**src/asrc_cfg.svh**
```systemverilog
// Summary of operation
// - write: select and strobe low, lanes gated
// - read: select, output enable low, strobe high
// - first rising control ends the write
// - data setup and hold against ending edge
`ifndef ASRC_CFG_SVH
`define ASRC_CFG_SVH
`define ASRC_ADDR_W 15
`define ASRC_DATA_W 16
`define ASRC_CLK_PERIOD_NS 10
`define ASRC_ACCESS_NS 10
`define ASRC_ACCESS_CYC ((`ASRC_ACCESS_NS + `ASRC_CLK_PERIOD_NS - 1) / `ASRC_CLK_PERIOD_NS)
`define ASRC_STROBE_CYC 1
`define ASRC_CNT_W 4
`endif

```
**src/asrc_pkg.sv**
```systemverilog
package asrc_pkg;
    typedef enum logic [2:0] {
        ASRC_IDLE,
        ASRC_RD_OE,
        ASRC_RD_WAIT,
        ASRC_WR_SETUP,
        ASRC_WR_STROBE,
        ASRC_WR_HOLD,
        ASRC_TURN
    } asrc_state_t;
endpackage

```
**src/asrc_req_if.sv**
```systemverilog
interface asrc_req_if;
    logic valid;
    logic ready;
    logic write;
    logic [14:0] addr;
    logic [15:0] wdata;
    logic [1:0] lanes;
    modport master (output valid, output write, output addr, output wdata, output lanes,
        input ready);
    modport slave (input valid, input write, input addr, input wdata, input lanes,
        output ready);
endinterface

```
**src/asrc_sync.sv**
```systemverilog
`include "asrc_cfg.svh"
module asrc_sync (
    input wire logic clk,
    input wire logic rst_n,
    input wire logic [`ASRC_DATA_W-1:0] din,
    output logic [`ASRC_DATA_W-1:0] dout
);
    logic [`ASRC_DATA_W-1:0] s1_q;
    logic [`ASRC_DATA_W-1:0] s2_q;
    always_ff @(posedge clk) begin
        if (!rst_n) begin
            s1_q <= 16'h0000;
            s2_q <= 16'h0000;
        end else begin
            s1_q <= din;
            s2_q <= s1_q;
        end
    end
    assign dout = s2_q;
endmodule // asrc_sync

```
**src/asrc_ctrl.sv**
```systemverilog
`include "asrc_cfg.svh"
module asrc_ctrl (
    input wire logic REF_CLK,
    input wire logic RESETN,
    input wire logic REQ_VALID,
    output logic REQ_READY,
    input wire logic REQ_WRITE,
    input wire logic [14:0] REQ_ADDR,
    input wire logic [15:0] REQ_WDATA,
    input wire logic [1:0] REQ_LANES,
    output logic RD_VALID,
    output logic [15:0] RD_DATA,
    output logic [14:0] MEM_ADDR,
    output logic CHIP_SELECT_N,
    output logic WRITE_STROBE_N,
    output logic OUTPUT_ENABLE_N,
    output logic LOW_LANE_SELECT_N,
    output logic HIGH_LANE_SELECT_N,
    input wire logic [15:0] DATA_I,
    output logic [15:0] DATA_O,
    output logic DATA_OE
);
    asrc_req_if req ();
    assign req.valid = REQ_VALID;
    assign req.write = REQ_WRITE;
    assign req.addr = REQ_ADDR;
    assign req.wdata = REQ_WDATA;
    assign req.lanes = REQ_LANES;
    assign REQ_READY = req.ready;

    asrc_pkg::asrc_state_t state_q;
    logic [`ASRC_CNT_W-1:0] cnt_q;
    logic [14:0] addr_q;
    logic [15:0] wdata_q;
    logic [1:0] lanes_q;
    logic cs_n_q, we_n_q, oe_n_q, ble_n_q, bhe_n_q, doe_q;
    logic [15:0] sync_data;
    logic rd_valid_q;
    logic [15:0] rd_data_q;
    logic wait_done;

    localparam logic [`ASRC_CNT_W-1:0] ACC_CYC = `ASRC_CNT_W'(`ASRC_ACCESS_CYC);
    localparam logic [`ASRC_CNT_W-1:0] STB_CYC = `ASRC_CNT_W'(`ASRC_STROBE_CYC);

    asrc_sync u_sync (
        .clk(REF_CLK),
        .rst_n(RESETN),
        .din(DATA_I),
        .dout(sync_data)
    );

    // requests with no lane selected are still taken but touch nothing
    assign req.ready = (state_q == asrc_pkg::ASRC_IDLE);
    assign wait_done = (cnt_q == '0);

    always_ff @(posedge REF_CLK) begin
        if (!RESETN) begin
            state_q <= asrc_pkg::ASRC_IDLE;
            cnt_q <= '0;
        end else begin
            unique case (state_q)
                asrc_pkg::ASRC_IDLE: begin
                    if (req.valid) begin
                        // bus already released in idle, so reads start straight away
                        state_q <= req.write ? asrc_pkg::ASRC_WR_SETUP
                                             : asrc_pkg::ASRC_RD_OE;
                        cnt_q <= ACC_CYC;
                    end
                end
                asrc_pkg::ASRC_RD_OE: begin
                    state_q <= asrc_pkg::ASRC_RD_WAIT;
                    // two synchroniser stages plus access time
                    cnt_q <= ACC_CYC + `ASRC_CNT_W'(2);
                end
                asrc_pkg::ASRC_RD_WAIT: begin
                    if (wait_done) begin
                        state_q <= asrc_pkg::ASRC_TURN;
                    end else begin
                        cnt_q <= cnt_q - `ASRC_CNT_W'(1);
                    end
                end
                asrc_pkg::ASRC_WR_SETUP: begin
                    state_q <= asrc_pkg::ASRC_WR_STROBE;
                    cnt_q <= STB_CYC;
                end
                asrc_pkg::ASRC_WR_STROBE: begin
                    if (wait_done) begin
                        state_q <= asrc_pkg::ASRC_WR_HOLD;
                    end else begin
                        cnt_q <= cnt_q - `ASRC_CNT_W'(1);
                    end
                end
                asrc_pkg::ASRC_WR_HOLD: state_q <= asrc_pkg::ASRC_TURN;
                asrc_pkg::ASRC_TURN: state_q <= asrc_pkg::ASRC_IDLE;
            endcase
        end
    end

    always_ff @(posedge REF_CLK) begin
        if (!RESETN) begin
            addr_q <= 15'h0000;
            wdata_q <= 16'h0000;
            lanes_q <= 2'h0;
        end else if (req.valid && req.ready) begin
            addr_q <= req.addr;
            wdata_q <= req.wdata;
            lanes_q <= req.lanes;
        end
    end

    // pin controls; chip select high in idle puts the memory in standby
    always_ff @(posedge REF_CLK) begin
        if (!RESETN) begin
            cs_n_q <= 1'b1;
            we_n_q <= 1'b1;
            oe_n_q <= 1'b1;
            ble_n_q <= 1'b1;
            bhe_n_q <= 1'b1;
            doe_q <= 1'b0;
        end else begin
            unique case (state_q)
                asrc_pkg::ASRC_RD_OE, asrc_pkg::ASRC_RD_WAIT: begin
                    cs_n_q <= 1'b0;
                    we_n_q <= 1'b1;
                    oe_n_q <= 1'b0;
                    ble_n_q <= ~lanes_q[0];
                    bhe_n_q <= ~lanes_q[1];
                    doe_q <= 1'b0;
                end
                asrc_pkg::ASRC_WR_SETUP: begin
                    cs_n_q <= 1'b0;
                    we_n_q <= 1'b1;
                    oe_n_q <= 1'b1;
                    ble_n_q <= ~lanes_q[0];
                    bhe_n_q <= ~lanes_q[1];
                    doe_q <= 1'b1;
                end
                asrc_pkg::ASRC_WR_STROBE: begin
                    cs_n_q <= 1'b0;
                    // strobe alone opens and closes the write window
                    we_n_q <= wait_done;
                    oe_n_q <= 1'b1;
                    doe_q <= 1'b1;
                end
                asrc_pkg::ASRC_WR_HOLD: begin
                    // data held one cycle past the strobe rising edge
                    we_n_q <= 1'b1;
                    cs_n_q <= 1'b1;
                    ble_n_q <= 1'b1;
                    bhe_n_q <= 1'b1;
                    doe_q <= 1'b0;
                end
                default: begin
                    cs_n_q <= 1'b1;
                    we_n_q <= 1'b1;
                    oe_n_q <= 1'b1;
                    ble_n_q <= 1'b1;
                    bhe_n_q <= 1'b1;
                    doe_q <= 1'b0;
                end
            endcase
        end
    end

    always_ff @(posedge REF_CLK) begin
        if (!RESETN) begin
            rd_valid_q <= 1'b0;
            rd_data_q <= 16'h0000;
        end else begin
            rd_valid_q <= (state_q == asrc_pkg::ASRC_RD_WAIT) && wait_done;
            if ((state_q == asrc_pkg::ASRC_RD_WAIT) && wait_done) begin
                rd_data_q <= {lanes_q[1] ? sync_data[15:8] : 8'h00,
                              lanes_q[0] ? sync_data[7:0] : 8'h00};
            end
        end
    end

    assign MEM_ADDR = addr_q;
    assign CHIP_SELECT_N = cs_n_q;
    assign WRITE_STROBE_N = we_n_q;
    assign OUTPUT_ENABLE_N = oe_n_q;
    assign LOW_LANE_SELECT_N = ble_n_q;
    assign HIGH_LANE_SELECT_N = bhe_n_q;
    assign DATA_O = wdata_q;
    assign DATA_OE = doe_q;
    assign RD_VALID = rd_valid_q;
    assign RD_DATA = rd_data_q;

    property p_no_contention;
        @(posedge REF_CLK) disable iff (!RESETN)
        !(DATA_OE && !OUTPUT_ENABLE_N);
    endproperty
    a_no_contention: assert property (p_no_contention)
        else $error("controller drives data while memory outputs enabled");

    property p_write_oe_high;
        @(posedge REF_CLK) disable iff (!RESETN)
        !WRITE_STROBE_N |-> OUTPUT_ENABLE_N && !CHIP_SELECT_N && DATA_OE;
    endproperty
    a_write_oe_high: assert property (p_write_oe_high)
        else $error("write strobe low without proper write setup");

    property p_read_strobe_high;
        @(posedge REF_CLK) disable iff (!RESETN)
        !OUTPUT_ENABLE_N |-> WRITE_STROBE_N && !CHIP_SELECT_N;
    endproperty
    a_read_strobe_high: assert property (p_read_strobe_high)
        else $error("read with write strobe low or chip deselected");

    property p_data_hold;
        @(posedge REF_CLK) disable iff (!RESETN)
        $rose(WRITE_STROBE_N) |-> DATA_OE && $stable(DATA_O) && $stable(MEM_ADDR);
    endproperty
    a_data_hold: assert property (p_data_hold)
        else $error("write data or address changed at write end");

    property p_idle_standby;
        @(posedge REF_CLK) disable iff (!RESETN)
        REQ_READY |-> CHIP_SELECT_N;
    endproperty
    a_idle_standby: assert property (p_idle_standby)
        else $error("chip selected while controller idle");

    property p_read_done;
        @(posedge REF_CLK) disable iff (!RESETN)
        (REQ_VALID && REQ_READY && !REQ_WRITE) |-> ##[3:8] RD_VALID;
    endproperty
    a_read_done: assert property (p_read_done)
        else $error("read answer missing");

    property p_strobe_width;
        @(posedge REF_CLK) disable iff (!RESETN)
        $fell(WRITE_STROBE_N) |-> !WRITE_STROBE_N [*1] ##1 WRITE_STROBE_N;
    endproperty
    a_strobe_width: assert property (p_strobe_width)
        else $error("write strobe width wrong");

    property p_lane_match;
        @(posedge REF_CLK) disable iff (!RESETN)
        !CHIP_SELECT_N |-> (LOW_LANE_SELECT_N == ~lanes_q[0])
                           && (HIGH_LANE_SELECT_N == ~lanes_q[1]);
    endproperty
    a_lane_match: assert property (p_lane_match)
        else $error("lane selects differ from request");
endmodule // asrc_ctrl

```
**config.mk**
```make
export PLATFORM = sky130hd
export DESIGN_NAME = asrc_ctrl
export DESIGN_NICKNAME = d
export VERILOG_FILES = /design/src/asrc_pkg.sv /design/src/asrc_req_if.sv /design/src/asrc_sync.sv /design/src/asrc_ctrl.sv
export VERILOG_INCLUDE_DIRS = /design/src
export SDC_FILE = /design/constraint.sdc
export NUM_CORES = 1
export LEC_CHECK = 0
export ABC_AREA = 1
export CELL_PAD_IN_SITES_DETAIL_PLACEMENT = 2
export CELL_PAD_IN_SITES_GLOBAL_PLACEMENT = 2
export CORE_MARGIN = 1.5
export CORE_UTILIZATION = 35
export DETAILED_ROUTE_END_ITERATION = 10
export DONT_BUFFER_PORTS = 1
export PLACE_DENSITY_LB_ADDON = 0.1
export SLEW_MARGIN = 40
export SYNTH_ARGS = -nofsm -noshare
export SYNTH_HDL_FRONTEND = slang
export SYNTH_SLANG_ARGS = --single-unit
```
**constraint.sdc**
```tcl
create_clock -name REF_CLK -period 1.6 [get_ports REF_CLK]
set_input_delay 0.08 -clock REF_CLK [delete_from_list [all_inputs] [get_ports REF_CLK]]
set_output_delay 0.08 -clock REF_CLK [all_outputs]
set_load 0.02 [all_outputs]
```
* Yosys cells after proc, flatten, opt, wreduce, memory -nomap -nowiden
Index checks and enable logic that the tools add are counted.
Storage, ports and cells: output and inout bits 55, register bits after elaboration 95
Cells by class: mux-type cells 15, reductions and logical operators 13, equal/unequal tests 10, $add $sub $neg 1, bitwise gates (word level) 2
Operator list (count):
- 3-bit one-hot mux with 7 select lines | 1
- 8-bit 2-to-1 mux | 2
- 4-bit one-hot mux with 4 select lines | 1
- 3-bit equality test (second input constant) | 3
- 3-bit 2-to-1 mux | 3
- 4-bit 2-to-1 mux | 2
- 2-bit != test (second input constant) | 4
- 3-bit by 2-bit equality test with 1-bit output (second input constant) | 2
- 1-bit one-hot mux with 2 select lines | 3
- 3-bit AND reduction | 2
- 2-bit OR reduction | 3
- 4-bit logical NOT | 1
- 4-bit nonzero test | 1
- 4-bit OR reduction | 1
- 4-bit by 1-bit subtractor with 4-bit output (second input constant) | 1
- 3-bit by 1-bit equality test with 1-bit output (second input constant) | 1
- 3-bit logical NOT | 1
- 3-bit OR reduction | 1
- 1-bit logical AND | 2
- 1-bit 2-to-1 mux | 2
- 2-bit 2-to-1 mux | 1
- 1-bit NOT | 2
- 2-bit AND reduction | 1

* Logic depth before layout (Yosys ltp)
word-level depth 4, mapped depth 10, mapped depth without buffers 9

* Hierarchy
A second synthesis with hierarchy kept.
Second synthesis, totals: cells, all modules 418, area total of the unflattened synthesis 3518.4 µm²
By module, submodules not included:
- asrc_ctrl | cells each 319, instances 1, area each 2603.7 µm²
- asrc_sync | cells each 99, instances 1, area each 914.6 µm²

* Least setup slack after synthesis
Ideal clock, no wire load.
path type register to register, start point reg cnt_q[0], end point reg rd_data_q[15] (netlist: RD_DATA[15]), cell stages (with the launch flop) 9, arrival time 1.076 ns, clock period less this slack 1.197 ns, slack 0.403 ns, required time 1.479 ns, setup time 0.121 ns, cells stage by stage dfxtp_1 -> inv_1 -> ha_1 -> nand2_1 -> inv_2 -> nand2_2 -> buf_6 -> nand3_1 -> o21ai_0
Between the ends: longest elaborated chain between the ends 2
Ends and longest elaborated chain:
- start, declared | line asrc_ctrl.sv:32 | logic [`ASRC_CNT_W-1:0] cnt_q;
- start signal, assigned | line asrc_ctrl.sv:73 | cnt_q <= ACC_CYC + `ASRC_CNT_W'(2);
- start signal, assigned | line asrc_ctrl.sv:79 | cnt_q <= cnt_q - `ASRC_CNT_W'(1);
- start signal, assigned | line asrc_ctrl.sv:90 | cnt_q <= cnt_q - `ASRC_CNT_W'(1);
- 4-bit logical NOT | line asrc_ctrl.sv:54 | assign wait_done = (cnt_q == '0);
- 1-bit logical AND | line asrc_ctrl.sv:171 | if ((state_q == asrc_pkg::ASRC_RD_WAIT) && wait_done) begin
- end signal, assigned | line asrc_ctrl.sv:172 | rd_data_q <= {lanes_q[1] ? sync_data[15:8] : 8'h00,
- end, declared | line asrc_ctrl.sv:39 | logic [15:0] rd_data_q;
Every way passes these cells. A chain may end at the register's enable or synchronous reset.

* Worst setup path in the final report
start point reg state_q[2], end point reg wdata_q[4] (netlist: DATA_O[4])
Between the ends: longest elaborated chain between the ends 2
Ends and longest elaborated chain:
- start, declared | line asrc_ctrl.sv:31 | asrc_pkg::asrc_state_t state_q;
- start signal, assigned | line asrc_ctrl.sv:58 | state_q <= asrc_pkg::ASRC_IDLE;
- start signal, assigned | line asrc_ctrl.sv:65 | state_q <= req.write ? asrc_pkg::ASRC_WR_SETUP
- start signal, assigned | line asrc_ctrl.sv:71 | state_q <= asrc_pkg::ASRC_RD_WAIT;
- 3-bit logical NOT | line asrc_ctrl.sv:53 | assign req.ready = (state_q == asrc_pkg::ASRC_IDLE);
- 1-bit logical AND | line asrc_ctrl.sv:104 | end else if (req.valid && req.ready) begin
- end signal, assigned | line asrc_ctrl.sv:106 | wdata_q <= req.wdata;
- end, declared | line asrc_ctrl.sv:34 | logic [15:0] wdata_q;
Every way passes these cells.

==> flow_metrics.py <==
metrics = {
    "clock_tree": {
        "clk_path_buf_depth": 2,
        "cts_buffers": 9,
        "worstSkewPairLatency_ns": 0.36,
        "postCtsSetupRepairBufs": 0,
        "htree_levels": 3,
        "clock_sink_count": 95,
        "clk_transition_reported_paths_ns": 0.10,
        "root_buffer": "sky130_fd_sc_hd__clkbuf_8",
        "cts_tree": "built",
    },
    "setup_path": {
        "startpoint_type": "flop",
        "timing_worst_setup_path_type": "reg -> reg",
        "timing.reg2reg.worst_path_depth": 4,
        "r2r_start": "state_q[2]",
        "worstSetupEndpointType": "flop",
        "cp.required_ns": 1.89,
        "worstReg2RegEnd": "DATA_O[4]",
        "critical_path_peak_fanout": 23,
        "critical_path.startpoint": "state_q[2]",
        "critPathArrivalTime_ns": 1.77,
        "reg2reg_setup_slack_ns": 0.12,
        "worst_setup_endpoint": "DATA_O[4]",
    },
    "synthesis": {
        "synth.top_cell.area_share_pct": 54.7,
        "synth_cell_types": 29,
        "syn_inst": 420,
        "synth.yosys.warnings": 0,
        "synth_edf_count": 0,
        "synth-seq-area-share_pct": 54.7,
        "post_synth_instance_area_um2": 3480,
        "synth_top_flop_cell": "sky130_fd_sc_hd__dfxtp_1",
        "postSynthAreaPerCell_um2": 8.28,
        "synth_top_area_cell": "sky130_fd_sc_hd__dfxtp_1",
        "largest_cells_by_area_after_synthesis": "sky130_fd_sc_hd__dfxtp_1, sky130_fd_sc_hd__nand2_1, sky130_fd_sc_hd__nand3_1",
        "async_reset_ff_share_pct": 0,
        "syn-num-nets": 475,
        "ys_ff_latch": 95,
    },
    "sta": {
        "whs_ns": 0.0285,
        "rsz0062_at_grt": "true",
        "final_count_of_hold_timing_violations": 0,
        "report.final.slew_viol_count": 0,
        "worst_slack_ns": 0.119,
        "layout_worst_path_cycle_share_pct": 92.6,
        "clock_skew_ns": 0.0171,
        "finalSetupViolations": 0,
        "fmaxAchievable_mhz": 675,
        "setup-tns-final_ns": 0,
        "tightestPinTransition_ns": 0.510,
        "slew_headroom_pct": 66.0,
        "post-route-min-period_ns": 1.48,
    },
    "placement": {
        "place_inst": 533,
        "io_buffers": 0,
        "dpl_worst_slack_ns": -0.000774,
        "placer_congestion": 0.781,
        "place_hpwl_mm": 5.95,
        "dpl_cell_area_um2": 3510,
    },
    "die": {
        "design.die.area_um2": 10500,
        "core_area_um2": 9680,
        "row_count": 36,
        "io_pins": 108,
        "die_height_um": 103,
        "initial_core_util_pct": 35.9,
        "die_width_um": 103,
    },
    "layout": {
        "layout.cell_area.non_filler_um2": 4290,
        "fraction_of_layout_cells_with_a_size_suffix_above_1_pct": 9.85,
        "area.growth.synth_to_final_pct": 23.3,
        "final-instance-count-excl-fill": 601,
        "finalCoreUtilization_pct": 44.3,
        "layout_net_count": 517,
    },
    "drt": {
        "drt-pass1-iter-count": 4,
        "final_antenna_net_count": 0,
        "route.detailed.wl_per_inst_um": 16.3,
        "wl_mm": 9.80,
        "detail_route.iter0.violations": 62,
        "drt_drc_violations_left": 0,
        "detailroute.via_count": 2866,
        "vias_per_cell": 4.77,
    },
    "global_routing": {
        "first_global_vias": 2990,
        "grt_antenna_before_repair": 1,
        "grt_resource_usage_total_pct": 18.8,
        "global_route_wire_length_before_repair_mm": 15.2,
        "globalRouteOverflowTotal": 0,
        "grt_max_degree": 59,
    },
    "power": {
        "max-vdd-ir-drop_mv": 0.577,
        "pwr_density_cell_nw_per_um2": 1630,
        "overall_power_after_layout_mw": 6.99,
        "static-leakage-power_nw": 1.84,
    },
    "job": {
        "max_cap_violations": 0,
    },
    "worst_hold_path": {
        "hp-class": "in -> reg",
    },
    "outcome": {
        "outcome": "complete, no violations",
    },
}
[worst max-delay path, cell delays in order, from the launching register on]
cell	delay, ns
sky130_fd_sc_hd__dfxtp_1	0.48
sky130_fd_sc_hd__nor2_8	0.32
sky130_fd_sc_hd__buf_4	0.32
sky130_fd_sc_hd__nand3_1	0.12
sky130_fd_sc_hd__a21oi_1	0.17
[report_power, final]
part	internal [mW]	total, mW	switching [mW]
logic	0.700	2.09	1.39
clock network	0.788	1.68	0.893
registers	2.69	3.22	0.531
[worst min-delay path by stage]
stage                     startpoint               to  cells past startpoint
after floorplan            DATA_I[0]   u_sync.s1_q[0]                      2
after global routing          RESETN  OUTPUT_ENABLE_N                      2
after detailed placement      RESETN  OUTPUT_ENABLE_N                      1
after CTS                  REQ_WRITE       state_q[1]                      4
final                         RESETN  OUTPUT_ENABLE_N                      2
after global placement        RESETN  OUTPUT_ENABLE_N                      1
[sequential cells by signal, indices dropped and copies added (netlist names), 2 cells and up]
name,cells
DATA_O,16
RD_DATA,16
u_sync.dout,16
u_sync.s1_q,16
MEM_ADDR,15
cnt_q,4
state_q,3
lanes_q,2
[cells in the mapped netlist (3+ instances only)]
cell,count
sky130_fd_sc_hd__inv_2,5
sky130_fd_sc_hd__a21oi_1,38
sky130_fd_sc_hd__o21ai_0,11
sky130_fd_sc_hd__nand2_4,3
sky130_fd_sc_hd__nand2_1,107
sky130_fd_sc_hd__buf_1,3
sky130_fd_sc_hd__buf_6,10
sky130_fd_sc_hd__nand2_2,4
sky130_fd_sc_hd__dfxtp_1,95
sky130_fd_sc_hd__clkbuf_1,6
sky130_fd_sc_hd__nand3_1,53
sky130_fd_sc_hd__buf_2,7
sky130_fd_sc_hd__o21ai_1,10
sky130_fd_sc_hd__nor2_1,11
sky130_fd_sc_hd__inv_1,40
[area by class of cell]
type	count	area, µm²
clock inverter	6	75.1
multi-input combinational	252	1230
sequential	95	1900
antenna	1	2.50
fill	1056	5400
tap	133	166
inverter	47	189
timing repair buffer	57	583
clock buffer	10	138
[cells by family after synthesis]
group | synth area share (%)
buf+inv | 10.6
simple gates | 23.9
compound gates | 9.83
xor+xnor | 0.252
flops | 54.7
fa+ha+maj | 0.720
[placed cells by master (no fill, tap or decap), drive strengths merged]
cell / instances
a21boi: 1
a21oi: 40
a31oi: 1
buf: 8
bufinv: 1
clkbuf: 10
clkinv: 3
clkinvlp: 1
dfxtp: 95
diode: 1
dlygate4sd3: 49
ha: 2
inv: 48
nand2: 114
nand3: 55
nand4: 1
nor2: 13
o21ai: 21
o22ai: 1
o32ai: 1
or2: 1
xnor2: 1
[layer usage]
metal / global-route usage [%] / up-vias / routed length [µm]
li1: - / 1411 / -
met1: 20.8 / 1372 / 3970
met2: 34.5 / 76 / 5050
met3: 5.83 / 7 / 692
met4: 5.69 / 0 / 92
met5: 0 / - / 0
[repair_timing]
item,4_1_cts,5_1_grt
cloned,0,0
gates resized for setup,1,5
endpoints found under the hold margin,90,0
hold buffers,51,0
endpoints found under the setup margin,7,20
pin swaps,0,1
(Power assumes the default switching activity.)
